**src/include/ptu_cfg.svh**
```systemverilog
// Purpose: Offsets, field positions, reset values and counts of the
//          pattern generator and detector.
// Assumes: Register indices are scaled by four to give byte addresses.
// Notes:   Definitions only.
`ifndef PTU_CFG_SVH
`define PTU_CFG_SVH
// ----------------------------------------------------------------------
// Register indices and byte addresses
// ----------------------------------------------------------------------
`define PTU_IDX_CTRL        12'h071
`define PTU_IDX_STAT        12'h072
`define PTU_IDX_FLAGS       12'h073
`define PTU_IDX_TESTCFG     12'h0C7
`define PTU_IDX_SEL0        12'h0D0
`define PTU_ADDR_CTRL       14'h01C4
`define PTU_ADDR_STAT       14'h01C8
`define PTU_ADDR_FLAGS      14'h01CC
`define PTU_ADDR_TESTCFG    14'h031C
`define PTU_ADDR_SEL0       14'h0340
`define PTU_ADDR_SEL3       14'h034C
// ----------------------------------------------------------------------
// Field positions
// ----------------------------------------------------------------------
`define PTU_CTRL_SEQ_LO     0
`define PTU_CTRL_ERRINS     2
`define PTU_CTRL_GINV       3
`define PTU_CTRL_EXTRACTED_DATA_INVERT       4
`define PTU_STAT_SYNCCH_EN  0
`define PTU_STAT_BITERR_EN  1
`define PTU_STAT_SYNC       2
`define PTU_FLAG_SYNCCH     0
`define PTU_FLAG_BITERR     1
`define PTU_CFG_DIR         0
`define PTU_CFG_MODE_LO     1
`define PTU_CFG_TEST_ENABLE      3
// ----------------------------------------------------------------------
// Mode and sequence codes, reset values, counts
// ----------------------------------------------------------------------
`define PTU_MODE_UNFRAMED   2'h0
`define PTU_MODE_CHAN8      2'h1
`define PTU_MODE_CHAN7      2'h2
`define PTU_SEQ_11          2'h0
`define PTU_SEQ_15          2'h1
`define PTU_RST_REG8        8'h00
`define PTU_RST_SEL         32'h0000_0000
`define PTU_SEED            20'h0F_FFFF
`define PTU_WIN_LAST        6'h2F
`define PTU_ERR_LIMIT       4'hA
`define PTU_SYNC_RUN        6'h20
`endif

```
**src/include/ptu_pkg.sv**
```systemverilog
// Purpose: Types of the pattern generator and detector.
// Assumes: Nothing beyond the configuration header.
// Notes:   Types only; numbers live in ptu_cfg.svh.
package ptu_pkg;
   // Detector state
   typedef enum logic [1:0] {
      PTU_DET_IDLE,
      PTU_DET_HUNT,
      PTU_DET_SYNC
   } ptu_det_e;
   // Shift register of the longest sequence
   typedef logic [19:0] ptu_lfsr_t;
endpackage

```
**src/core/ptu_top.sv**
```systemverilog
// Purpose: Pseudo-random test pattern generator and detector with an
//          AHB-Lite register slave.
// Assumes: Path bit strobes are synchronous to hclk; bit position 0 is
//          the first transmitted (most significant) bit of a timeslot.
// Notes:   One register stage on each data path.
// Notes on behaviour
// - Direction bit puts generator on one path
// - Two-bit mode: unframed, 8-bit, 7-bit channels
// - Unframed mode touches every bit, ignores selection
// - Channel modes touch only selected timeslots
// - Seven-bit mode uses upper seven bits only
// - Sequence select: 2^11-1, 2^15-1, 2^20-1
// - Generator restarts on test enable rising
// - Error insert write flips exactly one bit
// - Generated invert applied before error insertion
// - Detector restarts on test enable rising
// - Matching extracted data sets sync status
// - Synced mismatch raises bit error event
// - Bit error flag plus enable drives interrupt
// - Over ten errors in 48 bits loses sync
// - Any sync change sets change flag; interrupt only if its enable is set
// - Extracted data invert applied before detector compare
// - Interrupt output active low while pending
//
// Design decision made here: the AHB-Lite slave port.
`timescale 1ns/1ps
`default_nettype none
`include "ptu_cfg.svh"
module ptu_top
   import ptu_pkg::*;
(
   // Clock and reset
   input  wire logic        hclk,
   input  wire logic        hresetn,
   // AHB-Lite slave
   input  wire logic        hsel,
   input  wire logic [31:0] haddr,
   input  wire logic [1:0]  htrans,
   input  wire logic        hwrite,
   input  wire logic [2:0]  hsize,
   input  wire logic [31:0] hwdata,
   input  wire logic        hready,
   output logic             hreadyout,
   output logic [31:0]      hrdata,
   output logic             hresp,
   // Transmit payload path
   input  wire logic        tx_bit_valid,
   input  wire logic        tx_bit_in,
   input  wire logic [4:0]  tx_chan,
   input  wire logic [2:0]  tx_bitpos,
   output logic             tx_bit_out,
   output logic             tx_bit_out_valid,
   // Receive payload path
   input  wire logic        rx_bit_valid,
   input  wire logic        rx_bit_in,
   input  wire logic [4:0]  rx_chan,
   input  wire logic [2:0]  rx_bitpos,
   output logic             rx_bit_out,
   output logic             rx_bit_out_valid,
   // Performance monitor and interrupt
   output logic             bit_error_pulse,
   output logic             irq_n
);
   // ----------------------------------------------------------------------
   // Registers
   // ----------------------------------------------------------------------
   logic [7:0]  ctrl_reg;          // Sequence select, inverts
   logic        err_pend_reg;      // Single error waiting for a bit
   logic [1:0]  irq_en_reg;        // Sync change and bit error enables
   logic [1:0]  flags_reg;         // Sticky sync change and bit error
   logic [7:0]  testcfg_reg;       // Direction, mode, test enable
   logic [31:0] sel_reg;           // Per-timeslot test selection
   logic        te_d_reg;          // Test enable, one cycle late
   logic        wr_pend_reg;       // Write data phase pending
   logic [13:0] wr_addr_reg;       // Address of pending write
   // Field views
   logic [1:0]  sequence_select;
   logic        generated_pattern_invert;
   logic        extracted_data_invert;
   logic        pattern_direction_select;
   logic [1:0]  pattern_framing_mode;
   logic        test_enable;
   logic        te_rise;
   assign sequence_select          = ctrl_reg[`PTU_CTRL_SEQ_LO +: 2];
   assign generated_pattern_invert = ctrl_reg[`PTU_CTRL_GINV];
   assign extracted_data_invert    = ctrl_reg[`PTU_CTRL_EXTRACTED_DATA_INVERT];
   assign pattern_direction_select = testcfg_reg[`PTU_CFG_DIR];
   assign pattern_framing_mode     = testcfg_reg[`PTU_CFG_MODE_LO +: 2];
   assign test_enable              = testcfg_reg[`PTU_CFG_TEST_ENABLE];
   assign te_rise                  = test_enable & ~te_d_reg;
   // ----------------------------------------------------------------------
   // Sequence helpers
   // ----------------------------------------------------------------------
   // Feedback bit of the selected maximal-length sequence
   function automatic logic seq_fb(input ptu_lfsr_t s,
                                   input logic [1:0] seq);
      logic r;
      r = s[19] ^ s[16];
      if (seq == `PTU_SEQ_11) begin
         r = s[10] ^ s[8];
      end else if (seq == `PTU_SEQ_15) begin
         r = s[14] ^ s[13];
      end
      return r;
   endfunction
   // Whether the bit at chan/pos takes part in the test
   function automatic logic bit_used(input logic [1:0] mode,
                                     input logic [31:0] sel,
                                     input logic [4:0] chan,
                                     input logic [2:0] pos);
      logic r;
      r = 1'b1;
      if (mode == `PTU_MODE_CHAN8) begin
         r = sel[chan];
      end else if (mode == `PTU_MODE_CHAN7) begin
         r = sel[chan] & (pos != 3'h7);
      end
      return r;
   endfunction
   // ----------------------------------------------------------------------
   // Path steering
   // ----------------------------------------------------------------------
   logic        g_valid, d_valid, d_bit;
   logic [4:0]  g_chan, d_chan;
   logic [2:0]  g_pos, d_pos;
   logic        gen_take, det_take, gen_bit, rxb;
   ptu_lfsr_t   gen_lfsr_reg;      // Generator shift register
   // Generator on receive when direction is set, detector opposite
   always_comb begin
      g_valid = pattern_direction_select ? rx_bit_valid : tx_bit_valid;
      g_chan  = pattern_direction_select ? rx_chan      : tx_chan;
      g_pos   = pattern_direction_select ? rx_bitpos    : tx_bitpos;
      d_valid = pattern_direction_select ? tx_bit_valid : rx_bit_valid;
      d_chan  = pattern_direction_select ? tx_chan      : rx_chan;
      d_pos   = pattern_direction_select ? tx_bitpos    : rx_bitpos;
      d_bit   = pattern_direction_select ? tx_bit_in    : rx_bit_in;
   end
   // Nothing is replaced or extracted while the test is off
   assign gen_take = test_enable & ~te_rise & g_valid &
                     bit_used(pattern_framing_mode, sel_reg, g_chan, g_pos);
   assign det_take = test_enable & ~te_rise & d_valid &
                     bit_used(pattern_framing_mode, sel_reg, d_chan, d_pos);
   // Invert first, then the single error on top
   assign gen_bit = seq_fb(gen_lfsr_reg, sequence_select) ^
                    generated_pattern_invert ^ err_pend_reg;
   assign rxb     = d_bit ^ extracted_data_invert;
   // ----------------------------------------------------------------------
   // Generator
   // ----------------------------------------------------------------------
   // Seeded on enable rising, steps on each inserted bit
   always_ff @(posedge hclk or negedge hresetn) begin
      if (!hresetn) begin
         gen_lfsr_reg <= `PTU_SEED;
         te_d_reg     <= 1'b0;
      end else begin
         te_d_reg <= test_enable;
         if (te_rise) begin
            gen_lfsr_reg <= `PTU_SEED;
         end else if (gen_take) begin
            gen_lfsr_reg <= {gen_lfsr_reg[18:0],
                             seq_fb(gen_lfsr_reg, sequence_select)};
         end
      end
   end
   // Data outputs, one register stage; bypass when not inserting
   always_ff @(posedge hclk or negedge hresetn) begin
      if (!hresetn) begin
         tx_bit_out       <= 1'b0;
         tx_bit_out_valid <= 1'b0;
         rx_bit_out       <= 1'b0;
         rx_bit_out_valid <= 1'b0;
      end else begin
         tx_bit_out_valid <= tx_bit_valid;
         rx_bit_out_valid <= rx_bit_valid;
         tx_bit_out <= (gen_take & ~pattern_direction_select) ?
                       gen_bit : tx_bit_in;
         rx_bit_out <= (gen_take & pattern_direction_select) ?
                       gen_bit : rx_bit_in;
      end
   end
   // ----------------------------------------------------------------------
   // Detector
   // ----------------------------------------------------------------------
   ptu_det_e    det_state;         // Idle, hunting or in sync
   ptu_lfsr_t   det_lfsr_reg;      // Regenerated reference
   logic [5:0]  run_cnt_reg;       // Consecutive matches while hunting
   logic [5:0]  win_cnt_reg;       // Position in the 48-bit window
   logic [3:0]  err_cnt_reg;       // Errors so far in the window
   logic        sync_status;
   logic        sync_d_reg;
   logic        pred, mism, lose;
   assign pred        = seq_fb(det_lfsr_reg, sequence_select);
   assign mism        = det_take & (rxb != pred);
   assign lose        = mism & (err_cnt_reg == `PTU_ERR_LIMIT);
   assign sync_status = (det_state == PTU_DET_SYNC);
   // Hunt loads received bits; sync free-runs and counts errors
   always_ff @(posedge hclk or negedge hresetn) begin
      if (!hresetn) begin
         det_state       <= PTU_DET_IDLE;
         det_lfsr_reg    <= `PTU_SEED;
         run_cnt_reg     <= 6'h00;
         win_cnt_reg     <= 6'h00;
         err_cnt_reg     <= 4'h0;
         bit_error_pulse <= 1'b0;
      end else begin
         bit_error_pulse <= 1'b0;
         if (te_rise) begin
            det_state   <= PTU_DET_HUNT;
            run_cnt_reg <= 6'h00;
         end else if (det_take) begin
            case (det_state)
               PTU_DET_HUNT: begin
                  det_lfsr_reg <= {det_lfsr_reg[18:0], rxb};
                  // A zero register would lock onto a dead line
                  if (rxb == pred && det_lfsr_reg != 20'h0_0000) begin
                     run_cnt_reg <= run_cnt_reg + 6'h01;
                     if (run_cnt_reg == `PTU_SYNC_RUN - 6'h01) begin
                        det_state   <= PTU_DET_SYNC;
                        win_cnt_reg <= 6'h00;
                        err_cnt_reg <= 4'h0;
                     end
                  end else begin
                     run_cnt_reg <= 6'h00;
                  end
               end
               PTU_DET_SYNC: begin
                  det_lfsr_reg    <= {det_lfsr_reg[18:0], pred};
                  bit_error_pulse <= mism;
                  if (lose) begin
                     det_state   <= PTU_DET_HUNT;
                     run_cnt_reg <= 6'h00;
                  end else if (win_cnt_reg == `PTU_WIN_LAST) begin
                     win_cnt_reg <= 6'h00;
                     err_cnt_reg <= 4'h0;
                  end else begin
                     win_cnt_reg <= win_cnt_reg + 6'h01;
                     err_cnt_reg <= err_cnt_reg + {3'h0, mism};
                  end
               end
               default: begin
                  det_state <= PTU_DET_IDLE;
               end
            endcase
         end
      end
   end
   // ----------------------------------------------------------------------
   // AHB-Lite slave
   // ----------------------------------------------------------------------
   logic        acc;               // Valid address phase
   logic [13:0] a;
   logic [31:0] rd_next;
   assign acc       = hsel & hready & htrans[1];
   assign a         = haddr[13:0];
   assign hreadyout = 1'b1;        // No wait states
   assign hresp     = 1'b0;        // Always OKAY
   // Read data is formed in the address phase and held for the data phase
   always_comb begin
      rd_next = 32'h0000_0000;     // Unmapped reads as zero
      if (a == `PTU_ADDR_CTRL) begin
         rd_next = {24'h00_0000, ctrl_reg};
      end else if (a == `PTU_ADDR_STAT) begin
         rd_next = {29'h0, sync_status, irq_en_reg};
      end else if (a == `PTU_ADDR_FLAGS) begin
         rd_next = {30'h0, flags_reg};
      end else if (a == `PTU_ADDR_TESTCFG) begin
         rd_next = {24'h00_0000, testcfg_reg};
      end else if (a >= `PTU_ADDR_SEL0 && a <= `PTU_ADDR_SEL3) begin
         rd_next = {24'h00_0000, sel_reg[8*a[3:2] +: 8]};
      end
   end
   // Capture address phase
   always_ff @(posedge hclk or negedge hresetn) begin
      if (!hresetn) begin
         hrdata      <= 32'h0000_0000;
         wr_pend_reg <= 1'b0;
         wr_addr_reg <= 14'h0000;
      end else if (hready) begin
         wr_pend_reg <= acc & hwrite;
         wr_addr_reg <= a;
         if (acc && !hwrite) begin
            hrdata <= rd_next;
         end
      end
   end
   // Control registers, written in the data phase
   always_ff @(posedge hclk or negedge hresetn) begin
      if (!hresetn) begin
         ctrl_reg    <= `PTU_RST_REG8;
         irq_en_reg  <= 2'h0;
         testcfg_reg <= `PTU_RST_REG8;
         sel_reg     <= `PTU_RST_SEL;
      end else if (wr_pend_reg) begin
         if (wr_addr_reg == `PTU_ADDR_CTRL) begin
            ctrl_reg <= hwdata[7:0] & 8'h1B; // Insert bit self-clears
         end else if (wr_addr_reg == `PTU_ADDR_STAT) begin
            irq_en_reg <= hwdata[1:0];
         end else if (wr_addr_reg == `PTU_ADDR_TESTCFG) begin
            testcfg_reg <= hwdata[7:0];
         end else if (wr_addr_reg >= `PTU_ADDR_SEL0 &&
                      wr_addr_reg <= `PTU_ADDR_SEL3) begin
            sel_reg[8*wr_addr_reg[3:2] +: 8] <= hwdata[7:0];
         end
      end
   end
   // Pending single error: armed by a write of one, spent on one bit
   always_ff @(posedge hclk or negedge hresetn) begin
      if (!hresetn) begin
         err_pend_reg <= 1'b0;
      end else if (wr_pend_reg && wr_addr_reg == `PTU_ADDR_CTRL &&
                   hwdata[`PTU_CTRL_ERRINS]) begin
         err_pend_reg <= 1'b1;
      end else if (gen_take) begin
         err_pend_reg <= 1'b0;
      end
   end
   // ----------------------------------------------------------------------
   // Interrupt flags
   // ----------------------------------------------------------------------
   logic [1:0] set_v, clr_v;
   assign set_v = {bit_error_pulse, sync_status != sync_d_reg};
   assign clr_v = (wr_pend_reg && wr_addr_reg == `PTU_ADDR_FLAGS) ?
                  hwdata[1:0] : 2'h0;
   // Sticky, write one to clear; a new event beats the clear
   always_ff @(posedge hclk or negedge hresetn) begin
      if (!hresetn) begin
         flags_reg  <= 2'h0;
         sync_d_reg <= 1'b0;
         irq_n      <= 1'b1;
      end else begin
         sync_d_reg <= sync_status;
         flags_reg  <= (flags_reg & ~clr_v) | set_v;
         irq_n      <= ~|(flags_reg & irq_en_reg);
      end
   end
   // ----------------------------------------------------------------------
   // Checks
   // ----------------------------------------------------------------------
   AST_IRQ_LEVEL: assert property (@(posedge hclk) disable iff (!hresetn)
      ##1 irq_n == !$past(|(flags_reg & irq_en_reg)))
      else $error("interrupt level does not follow pending flags");
   AST_BIT_ERROR_FLAG_IRQ: assert property (@(posedge hclk) disable iff (!hresetn)
      flags_reg[`PTU_FLAG_BITERR] && irq_en_reg[`PTU_STAT_BITERR_EN]
      |=> !irq_n)
      else $error("bit error interrupt not raised");
   AST_ERR_SYNC: assert property (@(posedge hclk) disable iff (!hresetn)
      bit_error_pulse |-> $past(sync_status) ##1 flags_reg[`PTU_FLAG_BITERR])
      else $error("bit error outside sync or not flagged");
   AST_SYNC_FLAG: assert property (@(posedge hclk) disable iff (!hresetn)
      $changed(sync_status) |=> flags_reg[`PTU_FLAG_SYNCCH])
      else $error("sync change not flagged");
   AST_LOSS: assert property (@(posedge hclk) disable iff (!hresetn)
      sync_status && lose && !te_rise |=> !sync_status)
      else $error("sync kept after eleventh error");
   AST_IDLE_PASS: assert property (@(posedge hclk) disable iff (!hresetn)
      !test_enable |=> tx_bit_out == $past(tx_bit_in) &&
                       rx_bit_out == $past(rx_bit_in))
      else $error("path altered while test disabled");
   AST_DIR_TX: assert property (@(posedge hclk) disable iff (!hresetn)
      pattern_direction_select |=> tx_bit_out == $past(tx_bit_in))
      else $error("transmit altered while generator on receive");
   AST_SEVEN: assert property (@(posedge hclk) disable iff (!hresetn)
      pattern_framing_mode == `PTU_MODE_CHAN7 && tx_bitpos == 3'h7
      |=> tx_bit_out == $past(tx_bit_in))
      else $error("seven-bit mode touched the last bit");
   AST_ONE_ERR: assert property (@(posedge hclk) disable iff (!hresetn)
      err_pend_reg && gen_take && !wr_pend_reg |=> !err_pend_reg)
      else $error("single error not spent on one bit");
endmodule // ptu_top
`default_nettype wire

```
**config.mk**
```make
export PLATFORM = sky130hd
export DESIGN_NAME = ptu_top
export DESIGN_NICKNAME = d
export VERILOG_FILES = /design/src/include/ptu_pkg.sv /design/src/core/ptu_top.sv
export VERILOG_INCLUDE_DIRS = /design/src /design/src/include
export SDC_FILE = /design/constraint.sdc
export NUM_CORES = 1
export LEC_CHECK = 0
export BUFFER_PORTS_ARGS = -buffer_cell sky130_fd_sc_hd__buf_4
export CAP_MARGIN = 25
export CORE_ASPECT_RATIO = 0.7
export CORE_MARGIN = 2
export CORE_UTILIZATION = 30
export CTS_CLUSTER_SIZE = 20
export DETAILED_ROUTE_END_ITERATION = 6
export GPL_TIMING_DRIVEN = 0
export PLACE_DENSITY = 0.46
export SETUP_SLACK_MARGIN = 0.05
export SYNTH_ARGS = -nofsm -noshare
export SYNTH_HDL_FRONTEND = slang
export SYNTH_SLANG_ARGS = --single-unit
```
**constraint.sdc**
```tcl
create_clock -name hclk -period 6.06 [get_ports hclk]
set_input_delay 0.303 -clock hclk [delete_from_list [all_inputs] [get_ports hclk]]
set_output_delay 0.303 -clock hclk [all_outputs]
set_load 0.03 [all_outputs]
```
==> summary.txt <==
Slowest stage delay, CP: 0.64 ns
Vias in the first global route: 6137
Met3 WL: 1.72 mm
Slew headroom: 33.3%
Number of synthesized register bits: 138
Utilization after layout: 36.7%
Flop2flop setup slack: 2.35 ns
DP HPWL: 17.9 mm
Slew Viols, Final: 0
Max FFs per register: 32
Area of the multi-input gates: 0.00407 mm²
Global-route wire length before repair: 37.3 mm
Gate Count Post-Synth: 803
Gpl congestion: 0.918
CTS Sinks: 138
Post-synth cell types: 81
Ys Warns: 0
Clock Path Buffers: 2
Crit. End Element: flop
DRC Markers: 0
Critical path depth: 13
Clock root buffer: clkbuf_16
Number of synthesized flops with an enable pin: 0
Top Metal Used: met4
Reg2reg start: testcfg_reg[0]
Most used DFF post-synth: dfrtp_1
I/O Buffers: 58
Crit-path slowest cell: o31ai_1
GRT overflow: 0
Antenna Cells: 0
Die area: 0.0283 mm²
Setup Crit Path Kind: reg -> reg
Buf+Inv Stages, Crit Path: 2
R2R Path End: err_cnt_reg[1]
Initial DRC Count: 488
Status: finished clean
Total CTS buffers: 17
Wire per inst: 18.7 µm
Post-synth ARST share: 100%
Filler instances: 2695
Largest net degree at the start of global routing: 94
Design Power: 2.34 mW
Crit start category: flop
Critical Path RT: 6.40 ns
CTS tree: done
Crit. Startpoint: testcfg_reg[0]
Vias per inst: 4.99
Setup TNS: 0 ns
Drt pass-1 iters: 5
Layout cells sized above 1: 26.5%
RSZ-0062 raised after global routing: false
WL met1: 13.2 mm
Antenna violations before repair: 0
Fin. Hold Viols: 0
Initial core utilization: 30.4%
Hold crit path type: in -> reg
Final WL: 24.0 mm
Mapped Area: 0.00810 mm²
WL met2: 8.75 mm
Critical path's top delay family: compound AO/OA/AOI/OAI gates
Hold_ws: 0.115 ns
GRT Overall Usage: 17.4%
Die H: 141 µm
CTS H-Tree Depth: 4
Worst path arrival time: 4.05 ns
Core area: 0.0267 mm²
Synth Area per Inst: 10.1 µm²
Final min period: 3.71 ns
Worst path cell trace: buf_6, nor2_1, a22oi_1, o221ai_1, o22ai_1, o31ai_1, buf_2, nor2_1, and2_1, ha_1, ha_1, nand2_1, o21ai_0
Nets: 1015
CP endpoint: err_cnt_reg[1]
Clock Pin Slew Worst Setup and Hold Paths: 0.06 ns
Max-cap violation count: 0
F_max: 270 MHz
Final ANT Viol Nets: 0
VDD IR max: 0.000210 V
I/O pin total: 134
Clk_lat worst skew: 0.43 ns
CP max FO: 10
Via count: 6414
Die X: 200 µm
Endpoints failing setup: 0
Area Growth Syn to Fin: 20.7%
Clock skew: 0.0132 ns
Power density cells: 239 mW/mm²
Reg area: 0.00350 mm²
Sequential element share of the synthesized area: 43.3%
Cell row count: 50
Leakage: 4.32 nW
Final Cycle Share: 61.1%
Worst slew pin tran: 0.993 ns
Worst R2R Path Depth: 13
## synth_stat cells (4+ instances only)
cell / instances / area, µm²
dfrtp_1: 97 / 2430
o21ai_0: 55 / 275
nor2_1: 53 / 199
nand2_1: 51 / 191
mux2_2: 49 / 552
nand3_1: 48 / 240
inv_1: 47 / 176
dfstp_2: 41 / 1080
mux2i_1: 40 / 400
buf_4: 28 / 210
nand2b_1: 23 / 144
clkbuf_1: 22 / 82.6
a22oi_1: 18 / 135
nor2b_1: 15 / 93.8
a21oi_1: 12 / 60.1
ha_1: 12 / 150
mux4_2: 10 / 225
nor4_1: 10 / 62.6
xnor2_1: 10 / 87.6
nor3_1: 9 / 45.0
o31ai_1: 9 / 67.6
and2_1: 7 / 43.8
buf_2: 7 / 35.0
nor3b_1: 7 / 52.6
a221oi_1: 6 / 52.6
o22ai_1: 6 / 37.5
nand4_1: 5 / 31.3
o2bb2ai_1: 5 / 43.8
a31oi_1: 4 / 25.0
and3_1: 4 / 25.0
buf_1: 4 / 15.0
nand3b_1: 4 / 30.0
nor4b_1: 4 / 35.0
o221ai_1: 4 / 35.0
o41ai_1: 4 / 35.0
## power breakdown
part	total, mW	switching, mW	internal [mW]
clock network	1.12	0.412	0.705
registers	0.964	0.0174	0.946
logic	0.257	0.159	0.0980
## per-layer routing
layer	track usage [%]	vias up
met5	0	-
met4	5.85	0
met3	4.50	19
met2	20.9	211
met1	28.4	3116
li1	-	3068
## cell families after synthesis
group | synth area share [%]
xor gates and xnor gates | 1.41
adders and majority gates | 1.85
other | 0.0928
buffers and inverters | 7.54
muxes | 15.0
DFF | 43.3
and+or+nand+nor | 17.2
AOI/OAI and AO/OA | 13.6
## cells in the final DEF, fill, tap and decap left out, types with 5 or more instances in the layout
master	n
dfrtp_1	97
buf_4	85
o21ai_0	55
nor2_1	53
nand2_1	51
mux2_2	49
nand3_1	48
inv_1	47
dfstp_2	41
mux2i_1	40
conb_1	26
nand2b_1	23
clkbuf_1	22
a22oi_1	18
clkbuf_16	17
nor2b_1	15
a21oi_1	12
ha_1	12
xnor2_1	10
mux4_2	10
nor4_1	10
o31ai_1	9
nor3_1	9
buf_2	8
and2_1	7
nor3b_1	7
o22ai_1	6
a221oi_1	6
nand4_1	5
o2bb2ai_1	5
## worst min-delay path by stage
stage,from,endpoint,slack (ns),cells past startpoint
3_3_place_gp,tx_bit_valid,tx_bit_out_valid,0.43,1
6_report,haddr[8],wr_addr_reg[8],0.11,2
4_1_cts,haddr[10],wr_addr_reg[10],0.1,2
2_1_floorplan,hresetn,bit_error_pulse,0.007,0
3_5_place_dp,hresetn,tx_bit_out_valid,0.27,1
5_1_grt,haddr[11],wr_addr_reg[11],0.11,2
## through the flow
step / setup slack [ns] / instances / instance area (µm²)
6_report: 2.35 / 1286 / 9770
5_1_grt: 2.13 / 1286 / 9770
4_1_cts: 2.35 / 1286 / 9770
3_5_place_dp: 2.39 / 1251 / 9110
3_3_place_gp: 2.33 / 1249 / 9080
2_1_floorplan: 3.35 / 827 / 8190
## timing repair
action,CTS,global route
buffers inserted,0,0
resized for setup,0,0
endpoints found under the hold margin,13,0
setup endpoints to repair,0,0
hold buffers,3,0
## layout make-up
type | count | share of cell area [%]
multi-input combinational | 574 | 41.7
sequential | 138 | 35.9
tap | 364 | 4.66
buffer | 67 | 4.41
clock inverter | 13 | 1.78
inverter | 48 | 1.84
timing repair buffer | 63 | 5.14
clock buffer | 19 | 4.64
Note: power is estimated with default switching activity, not from simulation.
